## config.mk

```make
export PLATFORM = sky130hd
export DESIGN_NAME = clt_channel_level_trigger
export DESIGN_NICKNAME = d
export VERILOG_FILES = /design/src/clt_pkg.sv /design/src/clt_classify.sv /design/src/clt_channel_level_trigger.sv
export SDC_FILE = /design/constraint.sdc
export NUM_CORES = 1
export LEC_CHECK = 0
export BUFFER_PORTS_ARGS = -buffer_cell sky130_fd_sc_hd__buf_2
export CAP_MARGIN = 20
export CORE_MARGIN = 2
export CORE_UTILIZATION = 35
export CTS_BUF_LIST = sky130_fd_sc_hd__clkbuf_8 sky130_fd_sc_hd__clkbuf_16
export CTS_CLUSTER_SIZE = 14
export DETAILED_ROUTE_END_ITERATION = 8
export PLACE_DENSITY_LB_ADDON = 0.08
export SKIP_CTS_REPAIR_TIMING = 1
export SYNTH_ARGS = -nofsm -noshare
export SYNTH_HDL_FRONTEND = slang
export SYNTH_HIERARCHICAL = 1
export SYNTH_SLANG_ARGS = --single-unit
export TNS_END_PERCENT = 30
```

## constraint.sdc

```tcl
create_clock -name clk -period 8.35 [get_ports clk]
set_clock_uncertainty 0.1 [all_clocks]
set_input_delay 0.4175 -clock clk [delete_from_list [all_inputs] [get_ports clk]]
set_output_delay 0.4175 -clock clk [all_outputs]
set_load 0.05 [all_outputs]
```

## src/clt_pkg.sv

```systemverilog
// package: register map, mode codes, reset values and limits of the channel level trigger
package clt_pkg;

   // ****************************************
   // register offsets
   // ****************************************
   localparam logic [15:0] CLT_ADDR_TRIGGER_LEVEL_COUNT = 16'h09C4;
   localparam logic [15:0] CLT_ADDR_GLOBAL_TRIGGER_MODE = 16'h9C40;
   localparam logic [15:0] CLT_ADDR_CH0_TRIGGER_MODE    = 16'h9D08;
   localparam logic [15:0] CLT_ADDR_CH0_UPPER_LEVEL     = 16'hA410;
   localparam logic [15:0] CLT_ADDR_CH0_LOWER_LEVEL     = 16'hA474;
   localparam logic [15:0] CLT_ADDR_PULSE_WIDTH_SAMPLES = 16'hABE0;

   // ****************************************
   // mode codes
   // ****************************************
   localparam logic [31:0] CLT_PER_CHANNEL_TRIGGER_SELECT = 32'h0000_4E48; // 20040
   localparam logic [31:0] CLT_RISING_EDGE_MODE           = 32'h0000_2710; // 10000
   localparam logic [31:0] CLT_LONG_HIGH_PULSE_MODE       = 32'h0000_2711; // 10001
   localparam logic [31:0] CLT_SHORT_HIGH_PULSE_MODE      = 32'h0000_2712; // 10002
   localparam logic [31:0] CLT_FALLING_EDGE_MODE          = 32'h0000_271A; // 10010
   localparam logic [31:0] CLT_LONG_LOW_PULSE_MODE        = 32'h0000_271B; // 10011
   localparam logic [31:0] CLT_SHORT_LOW_PULSE_MODE       = 32'h0000_271C; // 10012
   localparam logic [31:0] CLT_CHANNEL_DETECT_DISABLED    = 32'h0000_2724; // 10020
   localparam logic [31:0] CLT_DUAL_EDGE_MODE             = 32'h0000_272E; // 10030
   localparam logic [31:0] CLT_WINDOW_ENTER_MODE          = 32'h0000_2738; // 10040
   localparam logic [31:0] CLT_LONG_INSIDE_WINDOW_MODE    = 32'h0000_2739; // 10041
   localparam logic [31:0] CLT_WINDOW_EXIT_MODE           = 32'h0000_2742; // 10050

   // ****************************************
   // reset values and limits
   // ****************************************
   localparam logic [31:0] CLT_RST_GLOBAL_MODE  = 32'h0000_0000;
   localparam logic [31:0] CLT_RST_CH_MODE      = CLT_CHANNEL_DETECT_DISABLED;
   localparam logic [31:0] CLT_RST_LEVEL        = 32'h0000_0000;
   localparam logic [7:0]  CLT_RST_PULSE_WIDTH  = 8'h02;
   localparam logic [7:0]  CLT_PULSE_WIDTH_MIN  = 8'h02;

   typedef enum logic [1:0] {CLT_CMP_BELOW, CLT_CMP_INSIDE, CLT_CMP_ABOVE} clt_zone_t;

endpackage

```

## src/clt_classify.sv

```systemverilog
// module: classifies one sample against the upper and lower levels
`timescale 1ns/1ps
module clt_classify
   import clt_pkg::*;
#(
   parameter int LEVEL_BITS = 8
)
(
   input  wire logic signed [LEVEL_BITS-1:0] sample_top,
   input  wire logic signed [LEVEL_BITS-1:0] upper_level,
   input  wire logic signed [LEVEL_BITS-1:0] lower_level,
   output logic                              above_upper,
   output logic                              in_window
);

   // signed compare on the truncated sample
   assign above_upper = sample_top > upper_level;
   assign in_window   = (sample_top >= lower_level) && (sample_top <= upper_level);

endmodule

```

## src/clt_channel_level_trigger.sv

```systemverilog
// module: per-channel level trigger with register port
`timescale 1ns/1ps

// Operation
// - read-only register reports number of usable trigger levels, 255 for 8 bits.
// - rising-edge mode triggers when samples cross the upper level upward.
// - falling-edge mode triggers when samples cross the upper level downward.
// - dual-edge mode triggers on a crossing in either direction.
// - pulse modes start the counter on a crossing in the configured direction.
// - long-pulse modes trigger when the count completes without an opposite crossing.
// - long-pulse modes suppress the trigger on an early opposite crossing.
// - short-pulse modes trigger when the level is recrossed before the count completes.
// - short-pulse modes give no trigger when the count completes uninterrupted.
// - window-enter mode triggers each time samples move from outside to inside.
// - window-exit mode triggers each time samples move from inside to outside.
// - long-inside mode counts from entry and triggers if still inside at expiry.
// - long-inside mode cancels without trigger when samples leave early.
// - upper N sample bits compared with N-bit levels as signed numbers.
// - the most negative level code is never used.
module clt_channel_level_trigger
   import clt_pkg::*;
#(
   parameter int SAMPLE_BITS = 16,
   parameter int LEVEL_BITS  = 8,
   parameter int WIDTH_BITS  = 8
)
(
   input  wire logic                          clk,
   input  wire logic                          reset,
   input  wire logic [15:0]                   reg_addr,
   input  wire logic [31:0]                   reg_wdata,
   input  wire logic                          reg_wr,
   input  wire logic                          reg_rd,
   output logic      [31:0]                   reg_rdata,
   input  wire logic signed [SAMPLE_BITS-1:0] sample_data,
   input  wire logic                          sample_valid,
   output logic                               trigger_pulse
);

   // ****************************************
   // elaboration checks
   // ****************************************
   // refused while elaborating, so a bad width never reaches simulation
   if (LEVEL_BITS < 2 || LEVEL_BITS > SAMPLE_BITS || LEVEL_BITS > 31)
      $error("clt: LEVEL_BITS out of range");
   if (WIDTH_BITS < 2 || WIDTH_BITS > 31)
      $error("clt: WIDTH_BITS out of range");

   localparam logic [31:0] LEVEL_COUNT = 32'((64'd1 << LEVEL_BITS) - 64'd1);
   localparam logic signed [LEVEL_BITS-1:0] LEVEL_MIN =
      {1'b1, {(LEVEL_BITS-1){1'b0}}} + LEVEL_BITS'(1);

   // ****************************************
   // registers
   // ****************************************
   logic        [31:0]           global_mode_r;
   logic        [31:0]           ch_mode_r;
   logic signed [LEVEL_BITS-1:0] upper_r;
   logic signed [LEVEL_BITS-1:0] lower_r;
   logic        [WIDTH_BITS-1:0] width_r;
   logic                         cfg_touch;
   logic signed [LEVEL_BITS-1:0] wlevel;
   logic        [WIDTH_BITS-1:0] wwidth;

   // clamp the written level so the most negative code never reaches the comparator
   always_comb
   begin
      wlevel = reg_wdata[LEVEL_BITS-1:0];
      if (wlevel == {1'b1, {(LEVEL_BITS-1){1'b0}}})
         wlevel = LEVEL_MIN;
      wwidth = reg_wdata[WIDTH_BITS-1:0];
      if (wwidth < WIDTH_BITS'(CLT_PULSE_WIDTH_MIN))
         wwidth = WIDTH_BITS'(CLT_PULSE_WIDTH_MIN);
   end

   assign cfg_touch = reg_wr && (reg_addr == CLT_ADDR_CH0_TRIGGER_MODE
                                 || reg_addr == CLT_ADDR_CH0_UPPER_LEVEL
                                 || reg_addr == CLT_ADDR_CH0_LOWER_LEVEL
                                 || reg_addr == CLT_ADDR_PULSE_WIDTH_SAMPLES
                                 || reg_addr == CLT_ADDR_GLOBAL_TRIGGER_MODE);

   always_ff @(posedge clk or posedge reset)
   begin
      if (reset)
      begin
         global_mode_r <= CLT_RST_GLOBAL_MODE;
         ch_mode_r     <= CLT_RST_CH_MODE;
         upper_r       <= LEVEL_BITS'(CLT_RST_LEVEL);
         lower_r       <= LEVEL_BITS'(CLT_RST_LEVEL);
         width_r       <= WIDTH_BITS'(CLT_RST_PULSE_WIDTH);
      end
      else if (reg_wr)
      begin
         unique case (reg_addr)
            CLT_ADDR_GLOBAL_TRIGGER_MODE: global_mode_r <= reg_wdata;
            CLT_ADDR_CH0_TRIGGER_MODE:    ch_mode_r     <= reg_wdata;
            CLT_ADDR_CH0_UPPER_LEVEL:     upper_r       <= wlevel;
            CLT_ADDR_CH0_LOWER_LEVEL:     lower_r       <= wlevel;
            CLT_ADDR_PULSE_WIDTH_SAMPLES: width_r       <= wwidth;
            default: ;
         endcase
      end
   end

   // ****************************************
   // read port
   // ****************************************
   logic [31:0] rd_nxt;

   always_comb
   begin
      unique case (reg_addr)
         CLT_ADDR_TRIGGER_LEVEL_COUNT: rd_nxt = LEVEL_COUNT;
         CLT_ADDR_GLOBAL_TRIGGER_MODE: rd_nxt = global_mode_r;
         CLT_ADDR_CH0_TRIGGER_MODE:    rd_nxt = ch_mode_r;
         CLT_ADDR_CH0_UPPER_LEVEL:     rd_nxt = 32'(upper_r);
         CLT_ADDR_CH0_LOWER_LEVEL:     rd_nxt = 32'(lower_r);
         CLT_ADDR_PULSE_WIDTH_SAMPLES: rd_nxt = 32'(width_r);
         default:                      rd_nxt = 32'h0000_0000;
      endcase
   end

   // read data valid the cycle after the strobe only
   always_ff @(posedge clk or posedge reset)
   begin
      if (reset)
         reg_rdata <= 32'h0000_0000;
      else if (reg_rd)
         reg_rdata <= (reg_addr == CLT_ADDR_CH0_TRIGGER_MODE)
                      ? {ch_mode_r[31:1] & 31'h7FFF_FFFF, ch_mode_r[0]} : rd_nxt;
      else
         reg_rdata <= 32'h0000_0000;
   end

   // ****************************************
   // sample classification
   // ****************************************
   logic signed [LEVEL_BITS-1:0] sample_top;
   logic                         above_now;
   logic                         inside_now;
   logic                         above_prev_r;
   logic                         inside_prev_r;
   logic                         prev_ok_r;

   assign sample_top = sample_data[SAMPLE_BITS-1 -: LEVEL_BITS];

   clt_classify #(
      .LEVEL_BITS (LEVEL_BITS)
   ) u_classify (
      .sample_top  (sample_top),
      .upper_level (upper_r),
      .lower_level (lower_r),
      .above_upper (above_now),
      .in_window   (inside_now)
   );

   logic active;
   logic rise_x;
   logic fall_x;
   logic enter_x;
   logic leave_x;

   // per-channel modes only act when the global selector picks them
   assign active  = (global_mode_r == CLT_PER_CHANNEL_TRIGGER_SELECT) && sample_valid;
   assign rise_x  = prev_ok_r && !above_prev_r && above_now;
   assign fall_x  = prev_ok_r && above_prev_r && !above_now;
   assign enter_x = prev_ok_r && !inside_prev_r && inside_now;
   assign leave_x = prev_ok_r && inside_prev_r && !inside_now;

   // history is dropped on a config write so no stale crossing fires
   always_ff @(posedge clk or posedge reset)
   begin
      if (reset)
      begin
         above_prev_r  <= 1'b0;
         inside_prev_r <= 1'b0;
         prev_ok_r     <= 1'b0;
      end
      else if (cfg_touch)
         prev_ok_r <= 1'b0;
      else if (active)
      begin
         above_prev_r  <= above_now;
         inside_prev_r <= inside_now;
         prev_ok_r     <= 1'b1;
      end
   end

   // ****************************************
   // pulse-width detector
   // ****************************************
   logic                  arm_x;
   logic                  stop_x;
   logic                  is_long;
   logic                  is_short;
   logic                  is_win_long;
   logic                  counting_r;
   logic [WIDTH_BITS-1:0] count_r;
   logic                  expire;

   assign is_long     = ch_mode_r == CLT_LONG_HIGH_PULSE_MODE
                        || ch_mode_r == CLT_LONG_LOW_PULSE_MODE;
   assign is_short    = ch_mode_r == CLT_SHORT_HIGH_PULSE_MODE
                        || ch_mode_r == CLT_SHORT_LOW_PULSE_MODE;
   assign is_win_long = ch_mode_r == CLT_LONG_INSIDE_WINDOW_MODE;

   always_comb
   begin
      arm_x  = 1'b0;
      stop_x = 1'b0;
      if (ch_mode_r == CLT_LONG_HIGH_PULSE_MODE || ch_mode_r == CLT_SHORT_HIGH_PULSE_MODE)
      begin
         arm_x  = rise_x;
         stop_x = fall_x;
      end
      else if (ch_mode_r == CLT_LONG_LOW_PULSE_MODE || ch_mode_r == CLT_SHORT_LOW_PULSE_MODE)
      begin
         arm_x  = fall_x;
         stop_x = rise_x;
      end
      else if (is_win_long)
      begin
         arm_x  = enter_x;
         stop_x = leave_x;
      end
   end

   // counter reaches width samples after the arming sample
   assign expire = counting_r && !stop_x && (count_r + WIDTH_BITS'(1) >= width_r);

   always_ff @(posedge clk or posedge reset)
   begin
      if (reset)
      begin
         counting_r <= 1'b0;
         count_r    <= '0;
      end
      else if (cfg_touch)
      begin
         counting_r <= 1'b0;
         count_r    <= '0;
      end
      else if (active)
      begin
         if (!counting_r && arm_x)
         begin
            counting_r <= 1'b1;
            count_r    <= '0;
         end
         else if (counting_r && (stop_x || expire))
            counting_r <= 1'b0;
         else if (counting_r)
            count_r <= count_r + WIDTH_BITS'(1);
      end
   end

   // ****************************************
   // trigger decision
   // ****************************************
   logic hit;

   always_comb
   begin
      hit = 1'b0;
      unique case (1'b1)
         ch_mode_r == CLT_RISING_EDGE_MODE:  hit = rise_x;
         ch_mode_r == CLT_FALLING_EDGE_MODE: hit = fall_x;
         ch_mode_r == CLT_DUAL_EDGE_MODE:    hit = rise_x || fall_x;
         ch_mode_r == CLT_WINDOW_ENTER_MODE: hit = enter_x;
         ch_mode_r == CLT_WINDOW_EXIT_MODE:  hit = leave_x;
         is_long:                            hit = expire;
         is_win_long:                        hit = expire;
         is_short:                           hit = counting_r && stop_x;
         default:                            hit = 1'b0;
      endcase
   end

   // registered so each event is exactly one clock wide
   always_ff @(posedge clk or posedge reset)
   begin
      if (reset)
         trigger_pulse <= 1'b0;
      else
         trigger_pulse <= active && !cfg_touch && hit;
   end

endmodule

```

Word level (Yosys, flattened, before mapping)
Cells that the tools add are included.
{ "totals": {"ff_bits": 133, "out_inout_bits": 33, "word_cells": 108} }
{ "op_classes": {"bitwise": 1, "n_lt_le_gt_ge": 5, "add_sub_neg": 1, "eq_ne": 19, "reduce_logical": 47, "mux": 23} }
{ "op_table": {"columns": ["cell", "n"], "rows": [
  ["$eq A32 B14 Y1 const B", 10],
  ["$pmux W32 S5", 1],
  ["$eq A16 B16 Y1 const B", 5],
  ["$mux W32", 2],
  ["$mux W8", 7],
  ["$eq A32 B15 Y1 const B", 1],
  ["$logic_and A1 B1 Y1", 18],
  ["$eq A16 B12 Y1 const B", 1],
  ["$ge A8 B8 Y1", 2],
  ["$reduce_and A2 Y1", 7],
  ["$mux W1", 12],
  ["$logic_or A1 B1 Y1", 10],
  ["$add A8 B1 Y8 const B", 1],
  ["$eq A8 B8 Y1 const B", 1],
  ["$gt A8 B8 Y1", 1],
  ["$le A8 B8 Y1", 1],
  ["$lt A8 B2 Y1 const B", 1],
  ["$logic_not A1 Y1", 7],
  ["$pmux W1 S7", 1],
  ["$reduce_bool A3 Y1", 2],
  ["$ne A3 B3 Y1 const B", 1],
  ["$reduce_and A3 Y1", 1],
  ["$reduce_bool A2 Y1", 1],
  ["$reduce_or A2 Y1", 1],
  ["$not A1 Y1", 1]
]} }

Longest topological paths before layout
{ "depth": {"word_depth": 16, "depth_mapped": 14, "ltp_nobuf": 13} }

Modules after synthesis
Netlist, hierarchy kept.
{ "modules_own_cells": {"columns": ["module", "cells_per_inst", "area_per_inst_um2", "seq_area_each_um2", "n_inst"], "rows": [
  ["clt_channel_level_trigger", 530, 6397.4, 3337.0, 1],
  ["clt_classify", 59, 421.7, 0.0, 1]
]} }

Least setup slack after synthesis
No wires, ideal clock.
{ "synth_timing": {"path_kind": "input -> register", "start": "input port sample_data[9]", "end": "register count_r[2]", "t_required_ns": 8.131, "cell_stages": 13, "setup_slack_ns": 5.194, "arrival_ns": 2.938, "n_path_buf": 1, "cell_sequence": "ha_1 > nor2b_1 > o21ai_1 > a21oi_1 > o32a_1 > nor2_1 > and4b_1 > nand4_1 > o311ai_1 > a221oi_2 > and3b_1 > buf_6 > a21bo_1"} }
{ "synth_between": {"elab_cells_between_ends": 28, "classes_between": "3 x order compare; 1 x eq/ne; 9 x mux; 15 x reduce/logical"} }
{ "synth_lines": {"columns": ["element", "line_no", "text"], "rows": [
  ["from (decl)", "clt_channel_level_trigger.sv:35", "input wire logic signed [SAMPLE_BITS-1:0] sample_data,"],
  ["$gt A8 B8 Y1 (*)", "clt_classify.sv:17", "assign above_upper = sample_top > upper_level;"],
  ["via above_now", "clt_channel_level_trigger.sv:139", "logic above_now;"],
  ["$logic_and A1 B1 Y1 / $logic_not A1 Y1 (equally long branches)", "clt_channel_level_trigger.sv:165, clt_channel_level_trigger.sv:166", null],
  ["$mux W1 / $logic_and A1 B1 Y1 (equally long branches)", "clt_channel_level_trigger.sv:216, clt_channel_level_trigger.sv:166", null],
  ["$mux W1", "clt_channel_level_trigger.sv:211", "if (ch_mode_r == CLT_LONG_HIGH_PULSE_MODE || ch_mode_r == CLT_SHORT_HIGH_PULSE_MODE)"],
  ["$logic_not A1 Y1", "clt_channel_level_trigger.sv:229", "assign expire = counting_r && !stop_x && (count_r + WIDTH_BITS'(1) >= width_r);"],
  ["$logic_and A1 B1 Y1 (2 in a row)", "clt_channel_level_trigger.sv:229", null],
  ["$logic_or A1 B1 Y1", "clt_channel_level_trigger.sv:250", "else if (counting_r && (stop_x || expire))"],
  ["$logic_and A1 B1 Y1", "clt_channel_level_trigger.sv:250", null],
  ["$ne A3 B3 Y1 (no line)", null, null],
  ["$reduce_and A3 Y1 (no line)", null, null],
  ["to (signal assigned)", "clt_channel_level_trigger.sv:253", "count_r <= count_r + WIDTH_BITS'(1);"],
  ["to (decl)", "clt_channel_level_trigger.sv:198", "logic [WIDTH_BITS-1:0] count_r;"]
]} }
Mark *: on every way through the listed nets, which the timed path passes. The rest lies on a longest branch. The select of a mux whose other input is x is not followed.
A chain may end at the register's enable or synchronous reset.

Worst setup path after layout
{ "layout_timing": {"start": "register upper_r[1]", "end": "register count_r[2]"} }
{ "layout_between": {"elab_cells_between_ends": 27, "classes_between": "2 x order compare; 1 x eq/ne; 9 x mux; 15 x reduce/logical"} }
{ "layout_lines": {"columns": ["element", "line_no", "text"], "rows": [
  ["from (decl)", "clt_channel_level_trigger.sv:58", "logic signed [LEVEL_BITS-1:0] upper_r;"],
  ["from (signal assigned)", "clt_channel_level_trigger.sv:88", "upper_r <= LEVEL_BITS'(CLT_RST_LEVEL);"],
  ["from (signal assigned)", "clt_channel_level_trigger.sv:97", "CLT_ADDR_CH0_UPPER_LEVEL: upper_r <= wlevel;"],
  ["$gt A8 B8 Y1 (*)", "clt_classify.sv:17", null],
  ["via above_now", "clt_channel_level_trigger.sv:139", null],
  ["$logic_and A1 B1 Y1 / $logic_not A1 Y1 (equally long branches)", "clt_channel_level_trigger.sv:165, clt_channel_level_trigger.sv:166", null],
  ["$mux W1 / $logic_and A1 B1 Y1 (equally long branches)", "clt_channel_level_trigger.sv:216, clt_channel_level_trigger.sv:166", null],
  ["$mux W1", "clt_channel_level_trigger.sv:211", null],
  ["$logic_not A1 Y1", "clt_channel_level_trigger.sv:229", null],
  ["$logic_and A1 B1 Y1 (2 in a row)", "clt_channel_level_trigger.sv:229", null],
  ["$logic_or A1 B1 Y1", "clt_channel_level_trigger.sv:250", null],
  ["$logic_and A1 B1 Y1", "clt_channel_level_trigger.sv:250", null],
  ["$ne A3 B3 Y1 (no line)", null, null],
  ["$reduce_and A3 Y1 (no line)", null, null]
]} }
Marks and branches as above.

==> impl_results.html <==
<table>
<tr><th>Metric</th><th>Value</th></tr>
<tr><th colspan="2">Cells and area</th></tr>
<tr><td>Area grow syn2layout</td><td>20.02%</td></tr>
<tr><td>Diode insertion count for antenna repair</td><td>0</td></tr>
<tr><td>Share of cells above drive strength 1</td><td>35.12%</td></tr>
<tr><td>Final non-filler cell total</td><td>957</td></tr>
<tr><td>Final net count</td><td>between 700 and 800</td></tr>
<tr><th colspan="2">Yosys</th></tr>
<tr><td>EDFF count, synth</td><td>0</td></tr>
<tr><td>Yosys top cell by area</td><td>sky130_fd_sc_hd__dfrtp_1</td></tr>
<tr><td>Post-Synthesis Net Count</td><td>683</td></tr>
<tr><td>Primary flip-flop cell chosen by synthesis mapping</td><td>sky130_fd_sc_hd__dfrtp_1</td></tr>
<tr><td>Total number of yosys warnings</td><td>6</td></tr>
<tr><td>Number of register bits inferred by synthesis</td><td>133</td></tr>
<tr><td>Number of distinct standard cells referenced by the synthesized netlist</td><td>72</td></tr>
<tr><td>Most used standard cell by instance count after synthesis</td><td>sky130_fd_sc_hd__dfrtp_1</td></tr>
<tr><td>Synthesized instance count</td><td>a little under 600</td></tr>
<tr><td>Post-Synthesis Cell Area</td><td>roughly 7000 sq um</td></tr>
<tr><td>Share of the yosys chip area belonging to registers</td><td>48.94%</td></tr>
<tr><td>Avg Cell Area, Syn</td><td>around 12 sq um</td></tr>
<tr><td>Most common library cells after synthesis</td><td>sky130_fd_sc_hd__dfrtp_1 (126), sky130_fd_sc_hd__mux2_2 (83), sky130_fd_sc_hd__a21oi_1 (39), sky130_fd_sc_hd__inv_1 (28), sky130_fd_sc_hd__a22oi_1 (27)</td></tr>
<tr><td>FFs w/ async S/R, synth</td><td>100.0%</td></tr>
<tr><td>Share of the synthesized area in the top cell type</td><td>46.24%</td></tr>
<tr><td>Largest cells by area after synthesis</td><td>sky130_fd_sc_hd__dfrtp_1 (46%), sky130_fd_sc_hd__mux2_2 (14%), sky130_fd_sc_hd__ha_1 (4.6%)</td></tr>
<tr><th colspan="2">Pwr</th></tr>
<tr><td>Worst VDD drop</td><td>0.0001264 V</td></tr>
<tr><td>Power per unit of standard cell area</td><td>roughly 180 nW/um^2</td></tr>
<tr><td>Static Leakage</td><td>3.945 nW</td></tr>
<tr><th colspan="2">Timing</th></tr>
<tr><td>Measured slew at the worst slew-check pin</td><td>992.4 ps</td></tr>
<tr><td>Number of hold violations in the final report</td><td>0</td></tr>
<tr><td>Unrepaired setup endpoints after global routing</td><td>false</td></tr>
<tr><td>Setup tns final</td><td>0 ps</td></tr>
<tr><td>Relative max-transition margin</td><td>between 30% and 40%</td></tr>
<tr><td>Number of setup violations in the final report</td><td>0</td></tr>
<tr><td>Max Fclk</td><td>273.4 MHz</td></tr>
<tr><td>Max Slew Vio Count</td><td>0</td></tr>
<tr><td>Shortest period the worst path allows</td><td>3658 ps</td></tr>
<tr><td>Portion of the clock cycle consumed by the worst path in the final layout</td><td>43.81%</td></tr>
<tr><th colspan="2">Detailed routing</th></tr>
<tr><td>Vias per inst</td><td>5.467</td></tr>
<tr><td>Number of DRC markers after the initial detailed-route iteration</td><td>about 330</td></tr>
<tr><td>Antenna viol nets, final</td><td>0</td></tr>
<tr><td>Number of detailed-routing iterations run before antenna repair</td><td>5</td></tr>
<tr><td>Total routed wirelength</td><td>18,340 um</td></tr>
<tr><td>DR vias</td><td>around 5,200</td></tr>
<tr><td>Routed wire length per instance</td><td>19.17 um</td></tr>
<tr><td>Residual DRC</td><td>0</td></tr>
<tr><th colspan="2">Global route</th></tr>
<tr><td>Antenna violations before repair</td><td>0</td></tr>
<tr><td>Maximum number of pins on one net before global-route repair</td><td>77</td></tr>
<tr><td>All-Layer GR Usage</td><td>a little under a fifth</td></tr>
<tr><td>Number of global-route vias before repair</td><td>5,559</td></tr>
<tr><td>Wire length of the first global-routing pass</td><td>between 20,000 and 30,000 um</td></tr>
<tr><td>Grt ovf</td><td>0</td></tr>
<tr><th colspan="2">Die</th></tr>
<tr><td>Core box area</td><td>19,270 sq um</td></tr>
<tr><td>Chip Height</td><td>around 140 um</td></tr>
<tr><td>Count of pins on the block boundary</td><td>just over 100</td></tr>
<tr><td>Area of the die</td><td>20,620 sq um</td></tr>
<tr><td>Initial core utilization</td><td>35.39%</td></tr>
<tr><td>Number of placement rows</td><td>51</td></tr>
<tr><td>Die X-Extent</td><td>143.6 um</td></tr>
<tr><th colspan="2">Worst setup path</th></tr>
<tr><td>Critical Path Sink</td><td>count_r[2]</td></tr>
<tr><td>Logic depth of the worst setup path including buffers</td><td>13</td></tr>
<tr><td>Critical path launch point type</td><td>register</td></tr>
<tr><td>Worst Setup Path Type</td><td>register to register</td></tr>
<tr><td>Crit. End Element</td><td>register</td></tr>
<tr><td>Launch point of the critical path</td><td>upper_r[1]</td></tr>
<tr><td>Reg-to-reg critical path endpoint</td><td>count_r[2]</td></tr>
<tr><td>Count of cells along the worst register-to-register path</td><td>13</td></tr>
<tr><td>Worst endpoint data arrival time</td><td>3860 ps</td></tr>
<tr><td>Largest incremental delay on the critical path</td><td>600 ps</td></tr>
<tr><td>CP max stage cell</td><td>sky130_fd_sc_hd__a221oi_2</td></tr>
<tr><td>Biggest fanout along the worst timing path</td><td>8</td></tr>
<tr><td>Top Family by Delay on Critical Path</td><td>compound AO/OA/AOI/OAI gates</td></tr>
<tr><td>Required time worst endpoint</td><td>between 8000 and 9000 ps</td></tr>
<tr><td>Setup slack of the most critical reg-to-reg path</td><td>4690 ps</td></tr>
<tr><td>Worst path buffer plus inverter count</td><td>1</td></tr>
<tr><td>Startpoint of the worst-slack reg-to-reg timing path</td><td>upper_r[1]</td></tr>
<tr><td>Worst path cell trace</td><td>inv_1 &gt; ha_1 &gt; nor2b_1 &gt; o21ai_1 &gt; a21oi_1 &gt; o32a_1 &gt; nor2_1 &gt; and4b_1 &gt; nand4_1 &gt; o311ai_1 &gt; a221oi_2 &gt; and3b_1 &gt; a21bo_1</td></tr>
<tr><th colspan="2">Min path</th></tr>
<tr><td>Type of the tightest min-delay check</td><td>input port to asynchronous set/reset pin</td></tr>
<tr><th colspan="2">Clock tree</th></tr>
<tr><td>CTS tree</td><td>yes</td></tr>
<tr><td>Clock latency reported for the late side of the worst-skew pair</td><td>420 ps</td></tr>
<tr><td># clock sinks</td><td>133</td></tr>
<tr><td>Clock transition at the register clock pins on the worst setup and hold paths after CTS</td><td>60 ps</td></tr>
<tr><td>Number of buffers between clock root and the deepest sink</td><td>2</td></tr>
<tr><td>Num CTS Buffers</td><td>17</td></tr>
<tr><td>Total number of H-tree levels</td><td>4</td></tr>
<tr><td>Root Driver</td><td>sky130_fd_sc_hd__clkbuf_16</td></tr>
<tr><th colspan="2">Outcome</th></tr>
<tr><td>Run status</td><td>finished, final reports clean</td></tr>
<tr><th colspan="2">Placement</th></tr>
<tr><td>Dpl hpwl</td><td>12,970 um</td></tr>
<tr><td>Cell Count Post-Placement</td><td>925</td></tr>
<tr><td>Final weighted congestion of routability-driven global placement</td><td>0.7889</td></tr>
<tr><td>I/O Buffers</td><td>93</td></tr>
<tr><th colspan="2">Run</th></tr>
<tr><td>Reported max-cap violation count</td><td>0</td></tr>
</table>
[registers in the layout, summed over array words and instances, names as in the netlist, 8 cells and up]
register / count
count_r: 8
upper_r: 8
lower_r: 8
reg_rdata: 32
width_r: 8
global_mode_r: 32
ch_mode_r: 32
[placed cells by master, fill, tap and decap left out, drive strengths merged, types with 4 or more instances in the layout]
cell    Yosys  routed
inv        28      33
nand4      11      11
nor3        7       7
mux2       86      86
nor3b       6       6
buf        13     101
nand3b      5       5
dfrtp     126     126
a31oi       5       5
a222oi      7       7
dfstp       7       7
nand2      20      20
and4b       4       4
or4         4       4
a21o        7       7
a221oi      9       9
and3        7       7
nor4       10      10
and2        4       4
clkinv      0       5
nor2b       7       7
clkbuf     17      18
nand3      10      10
or3         4       4
nor2       24      24
a21oi      39      39
o21ai      11      11
ha         25      25
a22oi      27      27
nor4b       7       7
[logic make-up after synthesis]
group,count (synthesis),share of synthesized area (%)
compound gates,133,13.83
xor+xnor,4,0.5139
fa+ha+maj,25,4.587
buf+inv,58,3.468
flops,133,48.94
mux,88,14.50
simple gates,148,14.17
[power by group]
part / switching, mW / leakage [nW] / internal [mW]
sequential: 0.000201 / 1.83 / 0.645
clock: 0.292 / 0.303 / 0.481
combinational: 0.0381 / 1.81 / 0.0195
total: 0.331 / 3.94 / 1.15
[routing by layer]
layer / part of all wire (%) / vias up / GRT usage (%)
li1: - / 2431 / -
met3: 4.7 / 27 / 5.265
met5: 0 / - / 0
met2: 47 / 130 / 30.23
met4: 2.1 / 0 / 6.760
met1: 46 / 2644 / 24.92
[cell type report]
type                            count  area, sq um
Fill cell                        1893        11090
Inverter                           28        107.6
Multi-Input combinational cell    398         3267
Clock inverter                     14        176.4
Timing Repair Buffer              101        525.5
Sequential cell                   133         3337
Tap cell                          265        331.6
Clock buffer                       18        439.2
[worst min-delay path by stage]
| stage | start | end | slack, ps | cells after the start |
|---|---|---|---|---|
| after global placement | count_r[7] | count_r[7] | 390 | 1 |
| after global routing | reset | ch_mode_r[11] | 50 | 2 |
| final | reset | reg_rdata[9] | 10 | 2 |
| after floorplan | width_r[1] | width_r[1] | 360 | 2 |
| after CTS | reset | ch_mode_r[29] | 30 | 2 |
| after detailed placement | width_r[1] | width_r[1] | 390 | 2 |
[stage by stage]
step	hold slack (ps)	setup WS [ps]	total power, mW	instance area, sq um	utilization, %
after floorplan	364.4	4290	0.6828	6819	-
after global placement	388.4	4544	0.7144	7569	39.27
after detailed placement	393.3	4498	0.7155	7569	39.27
after CTS	27.57	4637	1.502	8184	42.47
after global routing	51.64	4370	1.538	8184	42.47
final	10.61	4692	1.477	8184	42.47
No activity file was read; power rests on OpenSTA's default activity.
